**config.mk**
```make
export PLATFORM = sky130hd
export DESIGN_NAME = epa_top
export DESIGN_NICKNAME = d
export VERILOG_FILES = /design/src/hdl/epa_pkg.sv /design/src/hdl/epa_sel_if.sv /design/src/hdl/epa_pick.sv /design/src/hdl/epa_top.sv
export SDC_FILE = /design/constraint.sdc
export NUM_CORES = 1
export LEC_CHECK = 0
export BUFFER_PORTS_ARGS = -buffer_cell sky130_fd_sc_hd__buf_4
export CAP_MARGIN = 20
export CORE_MARGIN = 2
export CORE_UTILIZATION = 51
export DETAILED_ROUTE_END_ITERATION = 8
export PLACE_DENSITY = 0.79
export SYNTH_ARGS = -nofsm -noshare
export SYNTH_HDL_FRONTEND = slang
export SYNTH_SLANG_ARGS = --single-unit
```
**constraint.sdc**
```tcl
create_clock -name mclk_i -period 12.1 [get_ports mclk_i]
set_input_delay 1.21 -clock mclk_i [delete_from_list [all_inputs] [get_ports mclk_i]]
set_output_delay 1.21 -clock mclk_i [all_outputs]
set_load 0.01 [all_outputs]
```
**src/hdl/epa_pkg.sv**
```systemverilog
// package for the exception priority arbiter
// assumes a single core clock domain
package epa_pkg;
	// ***************************************************
	// sizes and fixed encodings
	// ***************************************************
	localparam int EPA_NUM_IRQ    = 8;
	localparam int EPA_PRIO_W     = 4;
	localparam int EPA_SPLIT_W    = 3;
	localparam int EPA_ADDR_W     = 32;
	// handler stack depth and parameter limits
	localparam int EPA_STK_D      = 4;
	localparam int EPA_MAX_IRQ    = 64;
	localparam int EPA_MAX_PRIO_W = 8;
	// exception numbers of the fixed and system exceptions
	localparam int EPA_EXC_W      = 8;
	localparam logic [7:0] EPA_EXC_NONE   = 8'h00;
	localparam logic [7:0] EPA_EXC_NMI    = 8'h02;
	localparam logic [7:0] EPA_EXC_HARD   = 8'h03;
	localparam logic [7:0] EPA_EXC_IRQ0   = 8'h10;
	// fixed ranks: lower is more urgent, below every configurable one
	localparam logic [1:0] EPA_RANK_NMI   = 2'h1;
	localparam logic [1:0] EPA_RANK_HARD  = 2'h2;
	localparam logic [1:0] EPA_RANK_CFG   = 2'h3;
	localparam logic [1:0] EPA_RANK_IDLE  = 2'h3;
	// fault kinds
	localparam int EPA_FLT_W      = 2;
	localparam logic [1:0] EPA_FLT_HARD   = 2'h0;
	localparam logic [1:0] EPA_FLT_MEM    = 2'h1;
	localparam logic [1:0] EPA_FLT_BUS    = 2'h2;
	localparam logic [1:0] EPA_FLT_USAGE  = 2'h3;
	typedef enum logic [2:0] {
		EPA_RUN  = 3'b001,
		EPA_LOCK = 3'b010,
		EPA_HALT = 3'b100
	} epa_state_e;
endpackage

```
**src/hdl/epa_sel_if.sv**
```systemverilog
// carries the winner of the pending scan between modules
// assumes single clock, purely combinational carrier
`timescale 1ns/1ns
interface epa_sel_if #(
	parameter int N = 8,
	parameter int W = 4
);
	logic         any;
	logic [7:0]   idx;
	logic [W-1:0] group;
	logic [W-1:0] full;
	modport src (output any, output idx, output group, output full);
	modport dst (input any, input idx, input group, input full);
endinterface

```
**src/hdl/epa_pick.sv**
```systemverilog
// chooses the most urgent pending interrupt
// assumes priorities and pending lines stable within a cycle
`timescale 1ns/1ns
module epa_pick #(
	parameter int N = 8,
	parameter int W = 4
) (
	input  wire logic [N-1:0]       pend_i,
	input  wire logic [N*W-1:0]     prio_i,
	input  wire logic [W-1:0]       gmask_i,
	epa_sel_if.src                  sel
);
	logic [N:0]         c_any;
	logic [7:0]         c_idx   [N+1];
	logic [W-1:0]       c_full  [N+1];
	assign c_any[0]  = 1'b0;
	assign c_idx[0]  = 8'h00;
	assign c_full[0] = '0;
	// ***************************************************
	// linear scan, strict less keeps the lowest number
	// ***************************************************
	genvar g;
	generate
		for (g = 0; g < N; g++) begin : g_scan
			logic [W-1:0] p;
			logic         take;
			assign p = prio_i[g*W +: W];
			// smaller value wins, ties keep lower index
			assign take = pend_i[g] && (!c_any[g] || p < c_full[g]);
			assign c_any[g+1]  = c_any[g] | pend_i[g];
			assign c_idx[g+1]  = take ? 8'(g) : c_idx[g];
			assign c_full[g+1] = take ? p : c_full[g];
		end
	endgenerate
	assign sel.any   = c_any[N];
	assign sel.idx   = c_idx[N];
	assign sel.full  = c_full[N];
	assign sel.group = c_full[N] & gmask_i;
endmodule

```
**src/hdl/epa_top.sv**
```systemverilog
// exception priority, preemption and lockup logic
// assumes the core answers take_o with ack_i and signals returns
`timescale 1ns/1ns
import epa_pkg::*;
module epa_top #(
	parameter int N_IRQ  = epa_pkg::EPA_NUM_IRQ,
	parameter int PRIO_W = epa_pkg::EPA_PRIO_W
) (
	input  wire logic                          mclk_i,
	input  wire logic                          sys_rst_i,
	input  wire logic [N_IRQ-1:0]              irq_i,
	input  wire logic                          nmi_i,
	input  wire logic                          prio_we_i,
	input  wire logic [7:0]                    prio_idx_i,
	input  wire logic [PRIO_W-1:0]             prio_val_i,
	input  wire logic [epa_pkg::EPA_SPLIT_W-1:0] split_i,
	input  wire logic                          ack_i,
	input  wire logic                          ret_i,
	input  wire logic                          late_i,
	input  wire logic                          fault_i,
	input  wire logic [epa_pkg::EPA_FLT_W-1:0] fault_kind_i,
	input  wire logic [epa_pkg::EPA_ADDR_W-1:0] fault_addr_i,
	input  wire logic                          dbg_halt_i,
	output logic                               take_o,
	output logic [7:0]                         take_exc_o,
	output logic                               unstack_o,
	output logic                               lockup_o,
	output logic [7:0]                         active_exc_o,
	output logic [3:0]                         fault_status_o,
	output logic [epa_pkg::EPA_ADDR_W-1:0]     mem_manage_fault_address_o,
	output logic [epa_pkg::EPA_ADDR_W-1:0]     bus_fault_address_o
);
	import epa_pkg::*;
	if (N_IRQ < 1 || N_IRQ > EPA_MAX_IRQ || PRIO_W < 1 ||
		PRIO_W > EPA_MAX_PRIO_W) begin : g_bad_param
		$error("epa_top: unsupported N_IRQ or PRIO_W");
	end
	// ***************************************************
	// priority store and pending latches
	// ***************************************************
	logic [N_IRQ*PRIO_W-1:0] prio_reg;
	logic [N_IRQ-1:0]        pend_reg;
	logic                    nmi_pend_reg;
	logic                    hard_pend_reg;
	logic [7:0]              act_reg;
	logic [1:0]              act_rank_reg;
	logic [PRIO_W-1:0]       act_grp_reg;
	logic [7:0]              stk_exc_reg  [EPA_STK_D];
	logic [1:0]              stk_rank_reg [EPA_STK_D];
	logic [PRIO_W-1:0]       stk_grp_reg  [EPA_STK_D];
	logic [2:0]              depth_reg;
	epa_state_e              state_reg;
	logic                    lock_nmi_reg;
	logic [PRIO_W-1:0]       gmask;
	logic                    fault_hard;
	epa_sel_if #(.N(N_IRQ), .W(PRIO_W)) sel ();
	always_ff @(posedge mclk_i) begin
		if (sys_rst_i)
			prio_reg <= '0;
		else if (prio_we_i && prio_idx_i < 8'(N_IRQ))
			prio_reg[prio_idx_i*PRIO_W +: PRIO_W] <= prio_val_i;
	end
	// group mask keeps the upper bits above the split point
	always_comb begin
		gmask = '1;
		for (int b = 0; b < PRIO_W; b++)
			if (b < int'(split_i))
				gmask[b] = 1'b0;
	end
	epa_pick #(.N(N_IRQ), .W(PRIO_W)) u_pick (
		.pend_i  (pend_reg),
		.prio_i  (prio_reg),
		.gmask_i (gmask),
		.sel     (sel)
	);
	// ***************************************************
	// arbitration: fixed ranks beat configurable ones
	// ***************************************************
	logic       cand_cfg_ok;
	logic       in_lock;
	logic       stk_full;
	assign in_lock = state_reg != EPA_RUN;
	// only a hard fault pends the hard fault handler
	assign fault_hard = fault_i && fault_kind_i == EPA_FLT_HARD;
	// full stack refuses every take, so no pending bit is lost
	assign stk_full = depth_reg == 3'(EPA_STK_D);
	// interrupt preempts only on strictly better group
	assign cand_cfg_ok = sel.any &&
		(act_rank_reg == EPA_RANK_IDLE && act_reg == EPA_EXC_NONE ||
		 act_rank_reg == EPA_RANK_CFG && act_reg != EPA_EXC_NONE &&
		 sel.group < act_grp_reg);
	always_comb begin
		take_o     = 1'b0;
		take_exc_o = EPA_EXC_NONE;
		if (!in_lock && !ret_i && !stk_full) begin
			// fixed negative ranks always outrank configurable
			if (nmi_pend_reg && act_rank_reg > EPA_RANK_NMI) begin
				take_o     = 1'b1;
				take_exc_o = EPA_EXC_NMI;
			end else if (hard_pend_reg && act_rank_reg > EPA_RANK_HARD) begin
				take_o     = 1'b1;
				take_exc_o = EPA_EXC_HARD;
			end else if (cand_cfg_ok) begin
				take_o     = 1'b1;
				take_exc_o = EPA_EXC_IRQ0 + sel.idx;
			end
		end
	end
	// context a return resumes: the top of the handler stack
	logic [1:0]        stk_top;
	logic [1:0]        ret_rank;
	logic [PRIO_W-1:0] ret_grp;
	logic              ret_thread;
	logic              pend_ok;
	logic              ret_pop;
	assign stk_top    = 2'(depth_reg - 3'h1);
	assign ret_rank   = stk_rank_reg[stk_top];
	assign ret_grp    = stk_grp_reg[stk_top];
	assign ret_thread = stk_exc_reg[stk_top] == EPA_EXC_NONE;
	// pending work that would run in place of the resumed context
	assign pend_ok = nmi_pend_reg && ret_rank > EPA_RANK_NMI ||
		hard_pend_reg && ret_rank > EPA_RANK_HARD ||
		sel.any && (ret_thread ||
		ret_rank == EPA_RANK_CFG && sel.group < ret_grp);
	// finished handler leaves the stack unless locked up; pend_ok tail chains
	assign ret_pop = ret_i && !in_lock && act_reg != EPA_EXC_NONE &&
		depth_reg != 3'h0;
	// a return unstacks only if nothing pending may run now
	always_comb begin
		unstack_o = ret_pop && !late_i && !pend_ok;
	end
	// ***************************************************
	// pending state, set wins over clear
	// ***************************************************
	logic       took;
	assign took = take_o && ack_i;
	always_ff @(posedge mclk_i) begin
		if (sys_rst_i)
			pend_reg <= '0;
		else
			for (int i = 0; i < N_IRQ; i++)
				if (irq_i[i])
					pend_reg[i] <= 1'b1;
				else if (took && take_exc_o == EPA_EXC_IRQ0 + 8'(i))
					pend_reg[i] <= 1'b0;
	end
	always_ff @(posedge mclk_i) begin
		if (sys_rst_i)
			nmi_pend_reg <= 1'b0;
		else if (nmi_i)
			nmi_pend_reg <= 1'b1;
		else if (took && take_exc_o == EPA_EXC_NMI)
			nmi_pend_reg <= 1'b0;
	end
	// ***************************************************
	// active handler stack
	// ***************************************************
	logic hf_in_fixed;
	assign hf_in_fixed = fault_i && fault_kind_i == EPA_FLT_HARD &&
		(act_reg == EPA_EXC_NMI || act_reg == EPA_EXC_HARD);
	always_ff @(posedge mclk_i) begin
		if (sys_rst_i)
			hard_pend_reg <= 1'b0;
		else if (fault_hard && !hf_in_fixed)
			hard_pend_reg <= 1'b1;
		else if (took && take_exc_o == EPA_EXC_HARD)
			hard_pend_reg <= 1'b0;
	end
	always_ff @(posedge mclk_i) begin
		if (sys_rst_i) begin
			act_reg      <= EPA_EXC_NONE;
			act_rank_reg <= EPA_RANK_IDLE;
			act_grp_reg  <= '1;
			depth_reg    <= 3'h0;
			for (int k = 0; k < EPA_STK_D; k++) begin
				stk_exc_reg[k]  <= EPA_EXC_NONE;
				stk_rank_reg[k] <= EPA_RANK_IDLE;
				stk_grp_reg[k]  <= '1;
			end
		end else if (took && !stk_full) begin
			stk_exc_reg[depth_reg[1:0]]  <= act_reg;
			stk_rank_reg[depth_reg[1:0]] <= act_rank_reg;
			stk_grp_reg[depth_reg[1:0]]  <= act_grp_reg;
			depth_reg <= depth_reg + 3'h1;
			act_reg   <= take_exc_o;
			if (take_exc_o == EPA_EXC_NMI) begin
				act_rank_reg <= EPA_RANK_NMI;
				act_grp_reg  <= '0;
			end else if (take_exc_o == EPA_EXC_HARD) begin
				act_rank_reg <= EPA_RANK_HARD;
				act_grp_reg  <= '0;
			end else begin
				act_rank_reg <= EPA_RANK_CFG;
				act_grp_reg  <= sel.group;
			end
		end else if (ret_pop) begin
			act_reg      <= stk_exc_reg[stk_top];
			act_rank_reg <= ret_rank;
			act_grp_reg  <= ret_grp;
			depth_reg    <= depth_reg - 3'h1;
		end
	end
	assign active_exc_o = act_reg;
	// ***************************************************
	// lockup
	// ***************************************************
	always_ff @(posedge mclk_i) begin
		if (sys_rst_i) begin
			state_reg    <= EPA_RUN;
			lock_nmi_reg <= 1'b0;
		end else begin
			unique case (state_reg)
				EPA_RUN: if (hf_in_fixed) begin
					state_reg    <= EPA_LOCK;
					lock_nmi_reg <= act_reg == EPA_EXC_NMI;
				end
				EPA_LOCK: if (dbg_halt_i)
					state_reg <= EPA_HALT;
				else if (nmi_i && !lock_nmi_reg)
					state_reg <= EPA_RUN;
				EPA_HALT: if (!dbg_halt_i)
					state_reg <= EPA_RUN;
				default: state_reg <= EPA_RUN;
			endcase
		end
	end
	assign lockup_o = state_reg == EPA_LOCK;
	// ***************************************************
	// fault status and address capture
	// ***************************************************
	always_ff @(posedge mclk_i) begin
		if (sys_rst_i) begin
			fault_status_o             <= 4'h0;
			mem_manage_fault_address_o <= '0;
			bus_fault_address_o        <= '0;
		end else if (fault_i) begin
			fault_status_o[fault_kind_i] <= 1'b1;
			if (fault_kind_i == EPA_FLT_MEM)
				mem_manage_fault_address_o <= fault_addr_i;
			if (fault_kind_i == EPA_FLT_BUS)
				bus_fault_address_o <= fault_addr_i;
		end
	end
endmodule

```
==> results.yml, run 1 <==
setup_path:
  reg2reg_to: "stk_exc_reg[0][1]"
  critical_path_arrival_ps: 11180
  crit_path_top_delay_cell: "sky130_fd_sc_hd__dfxtp_4"
  end_kind: "primary output"
  critical_path.startpoint_type: "flip-flop"
  worst_path_most_repeated_cell: "sky130_fd_sc_hd__ha_4"
  critical_path_required_ps: 10890
  worst-path-max-fanout: 7
  reg2reg_setup_slack_ps: 390
  critical-path-max-stage-delay_ps: 410
  crit_type: "flip-flop to primary output"
  worstRegToRegCells: 63
  r2r-start: "pend_reg[0]"
clock_network:
  clkLatencyLatePin_ps: 440
  clockBufferDepth: 2
  clk_pin_slew_worst_paths_ps: 70
  cts_num_sinks: 187
  cts-root-buf: "sky130_fd_sc_hd__clkbuf_16"
  cts_inserted_buffers: 17
  tritoncts: "built"
  ctsHtreeMaxLevel: 4
hold_path:
  whs_path_depth: 2
  min-delay-path-class: "flip-flop to flip-flop"
  source_of_the_worst_hold_timing_path: "fault_status_o[0]"
  min_delay_worst_endpoint: "fault_status_o[0]"
layout:
  multiInputGateArea_um2: 5170
  final-seq-area_um2: 4310
  fillers: 1432
  areaGrowthSynthToFinish_pct: 29.4
  num_antenna_cells: 0
  finalNonFillerCells: 1488
  drive_gt1_share_pct: 29.1
  nets: 1335
  layout.core_utilization_pct: 67.6
place:
  dp.cells: 1416
  place.gp.congestion: 0.961
  dpl.hpwl_mm: 18.3
  buffer_ports.inserted: 148
synthesis:
  async_reset_ff_share_pct: 0
  synth-main-ff-cell: "sky130_fd_sc_hd__dfxtp_1"
  ys_seq_elements: 187
  yosysWarningCount: 0
  synth-edff-count: 56
  synth_area_leader_cell: "sky130_fd_sc_hd__dfxtp_1"
  synth.area.top_cells: "sky130_fd_sc_hd__dfxtp_1 (28%), sky130_fd_sc_hd__edfxtp_1 (18%), sky130_fd_sc_hd__nand2_1 (8.4%)"
  ys_types: 84
  yosysMostFrequentCell: "sky130_fd_sc_hd__nand2_1"
  mean_instance_size_in_the_synthesized_netlist_um2: 8.98
  top_cell_types_by_occurrence_after_synthesis: "sky130_fd_sc_hd__nand2_1 (211), sky130_fd_sc_hd__dfxtp_1 (131), sky130_fd_sc_hd__nor2_1 (121), sky130_fd_sc_hd__a21oi_1 (99), sky130_fd_sc_hd__edfxtp_1 (56)"
  synth_top_area_share_pct: 27.8
  synth.cell_area_um2: 9440
  postSynthCellCount: 1052
  synth_seq_area_share_pct: 45.6
power:
  vdd_ir_drop_max_v: 0.000117
  leakagePower_nw: 4.79
  pwr_density_cell_nw_per_um2: 158
global_route:
  grt_antenna_before_repair: 0
  first_pass_grt_wire_length_mm: 41.3
  grt_overflow_total: 0
  grt.total_usage_pct: 26.2
  grt_max_degree: 78
  grt_pass1_vias: 8137
route:
  post_drt_wl_per_cell_um: 17.9
  drt_iter0_drc: 656
  drt-pass1-iter-count: 7
  antenna_violating_nets_post_route: 0
  detail_route.vias_per_cell: 5.73
  totalWireLength_mm: 26.7
  remaining_drc_errors: 1
  vias: 8524
floorplan:
  die-width_um: 140
  placement_rows: 49
  coreArea_um2: 18100
  initial_core_util_pct: 52.2
  dieArea_um2: 19600
  die_height_um: 140
  top_level_i_o_count: 153
sta:
  maxClockFrequency_mhz: 80.7
  final_worst_path_period_share_pct: 102
  timing.final.ws_setup_ps: -295
  fin_skew_ps: 13.1
  setup_viol: 6
  final_max_slew_viol_count: 0
  min_period_ps: 12390
  tightest_slew_ps: 870
  fin_worst_hold_slack_ps: 451
  final-hold-violation-count: 0
  rsz0062_at_grt: "yes"
  timing.max_slew.rel_slack_pct: 41.5
flow_run:
  max_cap_viol_count: 0
outcome:
  status: "finished, violations left"
  failed_checks: "design-rule violations, negative setup slack"
==> kinds of logic (layout without fill, tap and decap cells) <==
kind of cell / after synthesis / after routing / share of synthesized area, %
muxes: 61 / 61 / 8.40
buffers and inverters: 93 / 294 / 4.03
adders and majority gates: 26 / 26 / 3.37
DFF: 187 / 187 / 45.6
xor gates and xnor gates: 9 / 9 / 0.835
other: 2 / 8 / 0.0795
AOI/OAI and AO/OA: 217 / 217 / 16.0
and+or+nand+nor: 457 / 457 / 21.8
==> metrics by stage <==
step           power, mW  instance area (um^2)  TNS (ps)  setup WS (ps)
2_1_floorplan       1.12                  9590         0           33.6
3_3_place_gp        1.30                 11000         0           48.5
3_5_place_dp        1.31                 11000     -1350           -331
4_1_cts             1.90                 11900         0           12.6
5_1_grt             2.01                 12200    -10310           -806
6_report            1.92                 12200     -1270           -295
==> worst max-delay path, delay by kind of cell, from the launching register on <==
family | cells | cell delay (ps)
AOI/OAI and AO/OA | 23 | 3770
adders and majority gates | 8 | 1860
buffers and inverters | 5 | 360
DFF | 1 | 410
muxes | 5 | 1450
and+or+nand+nor | 20 | 2920
==> repair_timing <==
action                     4_1_cts  5_1_grt
pin swaps                       29       37
hold buffers                     0        0
setup buffers                   25       16
setup endpoints to repair       30       85
resized for setup               36       33
==> layout make-up <==
type | instances | area share [%]
Sequential cell | 187 | 35.3
Timing Repair Buffer | 222 | 13.8
Clock buffer | 18 | 3.69
Tap cell | 229 | 2.35
Multi-Input combinational cell | 778 | 42.3
Clock inverter | 14 | 1.35
Inverter | 40 | 1.25
==> how the worst max path moves through the flow <==
stage	cells after the start	end	slack, ps	start
floorplan	62	take_exc_o[0]	30	pend_reg[0]
global placement	62	take_exc_o[2]	50	pend_reg[0]
detailed placement	61	take_exc_o[2]	-330	pend_reg[0]
CTS	61	take_exc_o[2]	10	pend_reg[0]
global route	62	take_exc_o[2]	-810	pend_reg[0]
finish	61	take_exc_o[2]	-290	pend_reg[0]
==> layer usage <==
metal	track usage [%]	routed length (um)
met1	33.1	10900
met5	0	0
met2	45.5	13500
met4	11.0	986
met3	3.45	1300
==> cells in the final DEF (no fill, tap or decap), types with 6 or more instances in the layout <==
| master | synthesis | layout |
|---|---|---|
| sky130_fd_sc_hd__o211ai_1 | 7 | 7 |
| sky130_fd_sc_hd__mux2i_1 | 41 | 37 |
| sky130_fd_sc_hd__nand4_1 | 6 | 6 |
| sky130_fd_sc_hd__nand3_1 | 20 | 18 |
| sky130_fd_sc_hd__buf_4 | 4 | 218 |
| sky130_fd_sc_hd__clkbuf_16 | 0 | 18 |
| sky130_fd_sc_hd__ha_1 | 23 | 12 |
| sky130_fd_sc_hd__ha_4 | 0 | 9 |
| sky130_fd_sc_hd__edfxtp_1 | 56 | 56 |
| sky130_fd_sc_hd__a211o_1 | 6 | 6 |
| sky130_fd_sc_hd__nand2_1 | 211 | 201 |
| sky130_fd_sc_hd__a21o_1 | 8 | 8 |
| sky130_fd_sc_hd__inv_1 | 38 | 34 |
| sky130_fd_sc_hd__a21oi_2 | 2 | 7 |
| sky130_fd_sc_hd__a21oi_1 | 99 | 93 |
| sky130_fd_sc_hd__nand2b_1 | 12 | 11 |
| sky130_fd_sc_hd__or3_1 | 9 | 9 |
| sky130_fd_sc_hd__nor2b_1 | 8 | 7 |
| sky130_fd_sc_hd__and2_1 | 8 | 6 |
| sky130_fd_sc_hd__conb_1 | 2 | 8 |
| sky130_fd_sc_hd__nand3b_1 | 9 | 9 |
| sky130_fd_sc_hd__nor2_1 | 121 | 118 |
| sky130_fd_sc_hd__o21ai_0 | 24 | 16 |
| sky130_fd_sc_hd__nor3_1 | 17 | 16 |
| sky130_fd_sc_hd__dfxtp_1 | 131 | 128 |
| sky130_fd_sc_hd__mux4_2 | 14 | 14 |
==> power by group <==
part	internal, mW	total [mW]	switching [mW]	leakage [nW]
clock	0.309	0.578	0.269	0.307
combinational	0.264	0.606	0.342	2.91
sequential	0.703	0.740	0.0372	1.58
No activity file was read; power rests on OpenSTA's default activity.
==> inputs of run 2 (changes only) <==
- CELL_PAD_IN_SITES_DETAIL_PLACEMENT: unset -> 0
- CELL_PAD_IN_SITES_GLOBAL_PLACEMENT: unset -> 1
- CORE_MARGIN: 2 -> unset
- CORE_UTILIZATION: 51 -> 39
- GPL_ROUTABILITY_DRIVEN: unset -> 1
- PLACE_DENSITY: 0.79 -> 0.8
==> run 2 against run 1 <==
The flow finishes with violations (negative setup slack). Die area grew 27%. Largest power group unchanged. Largest cell class unchanged. Setup slack gained 130 ps. Combinational power grew 3.6%. Clock-buffer cell count is the same. Hold slack gained 4.0 ps. Via count shrank 1.8%. Fmax grew 1.0%. Critical endpoint unchanged. Sequential share of layout area shrank 0.71 points. First-iteration DRC count shrank 20%. Cell area grew 2.0%. Wire length grew 4.6%.
==> results.yml, run 2 (synthesis results as in run 1) <==
outcome:
  status: "finished, violations left"
  failed_checks: "negative setup slack"
sta:
  final_worst_path_period_share_pct: 101
  final-hold-violation-count: 0
  rsz0062_at_grt: "yes"
  setup_viol: 5
  fin_skew_ps: 12.4
  tightest_slew_ps: 970
  maxClockFrequency_mhz: 81.5
  timing.final.ws_setup_ps: -167
  min_period_ps: 12270
  fin_worst_hold_slack_ps: 455
  timing.max_slew.rel_slack_pct: 35.3
  final_max_slew_viol_count: 0
clock_network:
  tritoncts: "built"
  clk_pin_slew_worst_paths_ps: 80
  cts_inserted_buffers: 17
  cts_num_sinks: 187
  clkLatencyLatePin_ps: 440
  clockBufferDepth: 2
  cts_hold_buf: 0
  cts-root-buf: "sky130_fd_sc_hd__clkbuf_16"
  ctsHtreeMaxLevel: 4
power:
  power_mw: 1.97
  leakagePower_nw: 4.88
  pwr_density_cell_nw_per_um2: 158
  vdd_ir_drop_max_v: 0.000113
floorplan:
  placement_rows: 56
  initial_core_util_pct: 40.0
  die-width_um: 158
  die_height_um: 158
  dieArea_um2: 24800
  coreArea_um2: 23600
  top_level_i_o_count: 153
route:
  antenna_violating_nets_post_route: 0
  totalWireLength_mm: 27.9
  vias: 8373
  drt-pass1-iter-count: 5
  remaining_drc_errors: 0
  detail_route.vias_per_cell: 5.27
  drt_iter0_drc: 526
  post_drt_wl_per_cell_um: 17.5
place:
  dpl_worst_slack_ps: -360
  place_area_um2: 11200
  dpl.hpwl_mm: 19.8
  place.gp.congestion: 0.878
  buffer_ports.inserted: 148
layout:
  drive_gt1_share_pct: 29.8
  fillers: 2185
  areaGrowthSynthToFinish_pct: 32.0
  highest_count_cells_in_the_layout_ignoring_fill_and_taps: "sky130_fd_sc_hd__buf_4 (228), sky130_fd_sc_hd__nand2_1 (199), sky130_fd_sc_hd__dfxtp_1 (129)"
  nets: 1347
  layout.core_utilization_pct: 52.8
  fin_area_um2: 12500
  num_antenna_cells: 0
  final_common_cell: "sky130_fd_sc_hd__buf_4"
setup_path:
  worst_path_most_repeated_cell: "sky130_fd_sc_hd__ha_4"
  critical-path-max-stage-delay_ps: 410
  critical_path_required_ps: 10890
  critical_path_arrival_ps: 11060
  crit_path_top_delay_cell: "sky130_fd_sc_hd__dfxtp_4"
  critical_path.startpoint_type: "flip-flop"
  crit_type: "flip-flop to primary output"
  end_kind: "primary output"
  worst-path-max-fanout: 8
global_route:
  grt_pass1_vias: 7943
  first_pass_grt_wire_length_mm: 42.9
  grt_antenna_before_repair: 0
  grt.total_usage_pct: 22.4
  grt_overflow_total: 0
  grt_max_degree: 89
flow_run:
  max_cap_viol_count: 0
hold_path:
  min-delay-path-class: "flip-flop to flip-flop"
-- run 2: cell types whose count changed in the layout (fill, tap and decap cells not counted), sizes merged --
cell	before	now
buf	222	234
-- run 2: layout make-up --
class | count | area (um^2) | share of cell area [%]
flip-flops and latches | 187 | 4310 | 34.6
well taps | 319 | 399 | 3.20
clock buffers | 18 | 450 | 3.61
inverters | 40 | 153 | 1.22
repair buffers | 234 | 1780 | 14.3
multi-input cells | 778 | 5190 | 41.6
clock inverters | 14 | 186 | 1.50
-- run 2: timing repair --
item                       4_1_cts  5_1_grt
pin swaps                       39       15
resized for setup               48       26
setup endpoints to repair       39       56
setup buffers                   34       14
-- run 2: critical path, delay by kind of cell (launching register included) --
family | cells | cell delay, ps
AOI/OAI and AO/OA | 22 | 3790
and+or+nand+nor | 21 | 3070
adders and majority gates | 8 | 1800
muxes | 4 | 1180
DFF | 1 | 410
buffers and inverters | 5 | 340
-- run 2: metal layers --
layer / global-route usage [%] / up-vias / share of wire, %
li1: - / 4108 / -
met1: 28.5 / 4039 / 43
met2: 39.1 / 182 / 51
met3: 3.26 / 44 / 2.7
met4: 7.30 / 0 / 2.7
met5: 0 / - / 0
-- run 2: per-stage QoR --
stage / setup TNS [ps] / cells
3_5_place_dp: -1430 / 1510
3_3_place_gp: 0 / 1510
2_1_floorplan: 0 / 1058
4_1_cts: 0 / 1576
5_1_grt: -3920 / 1590
6_report: -616 / 1590
-- run 2: path summary, 6_finish.rpt --
kind	start	to	slack (ps)	cells past startpoint
worst max register to register	pend_reg[0]	stk_exc_reg[1][2]	450	63
worst max-delay path	pend_reg[0]	take_exc_o[2]	-170	60
worst min register to register	fault_status_o[0]	fault_status_o[0]	460	2
worst min-delay path	fault_status_o[0]	fault_status_o[0]	460	2
-- run 2: power breakdown --
part	total, mW	internal [mW]	switching [mW]
clock network	0.597	0.314	0.284
registers	0.741	0.703	0.0386
logic	0.628	0.277	0.351
total	1.97	1.29	0.674
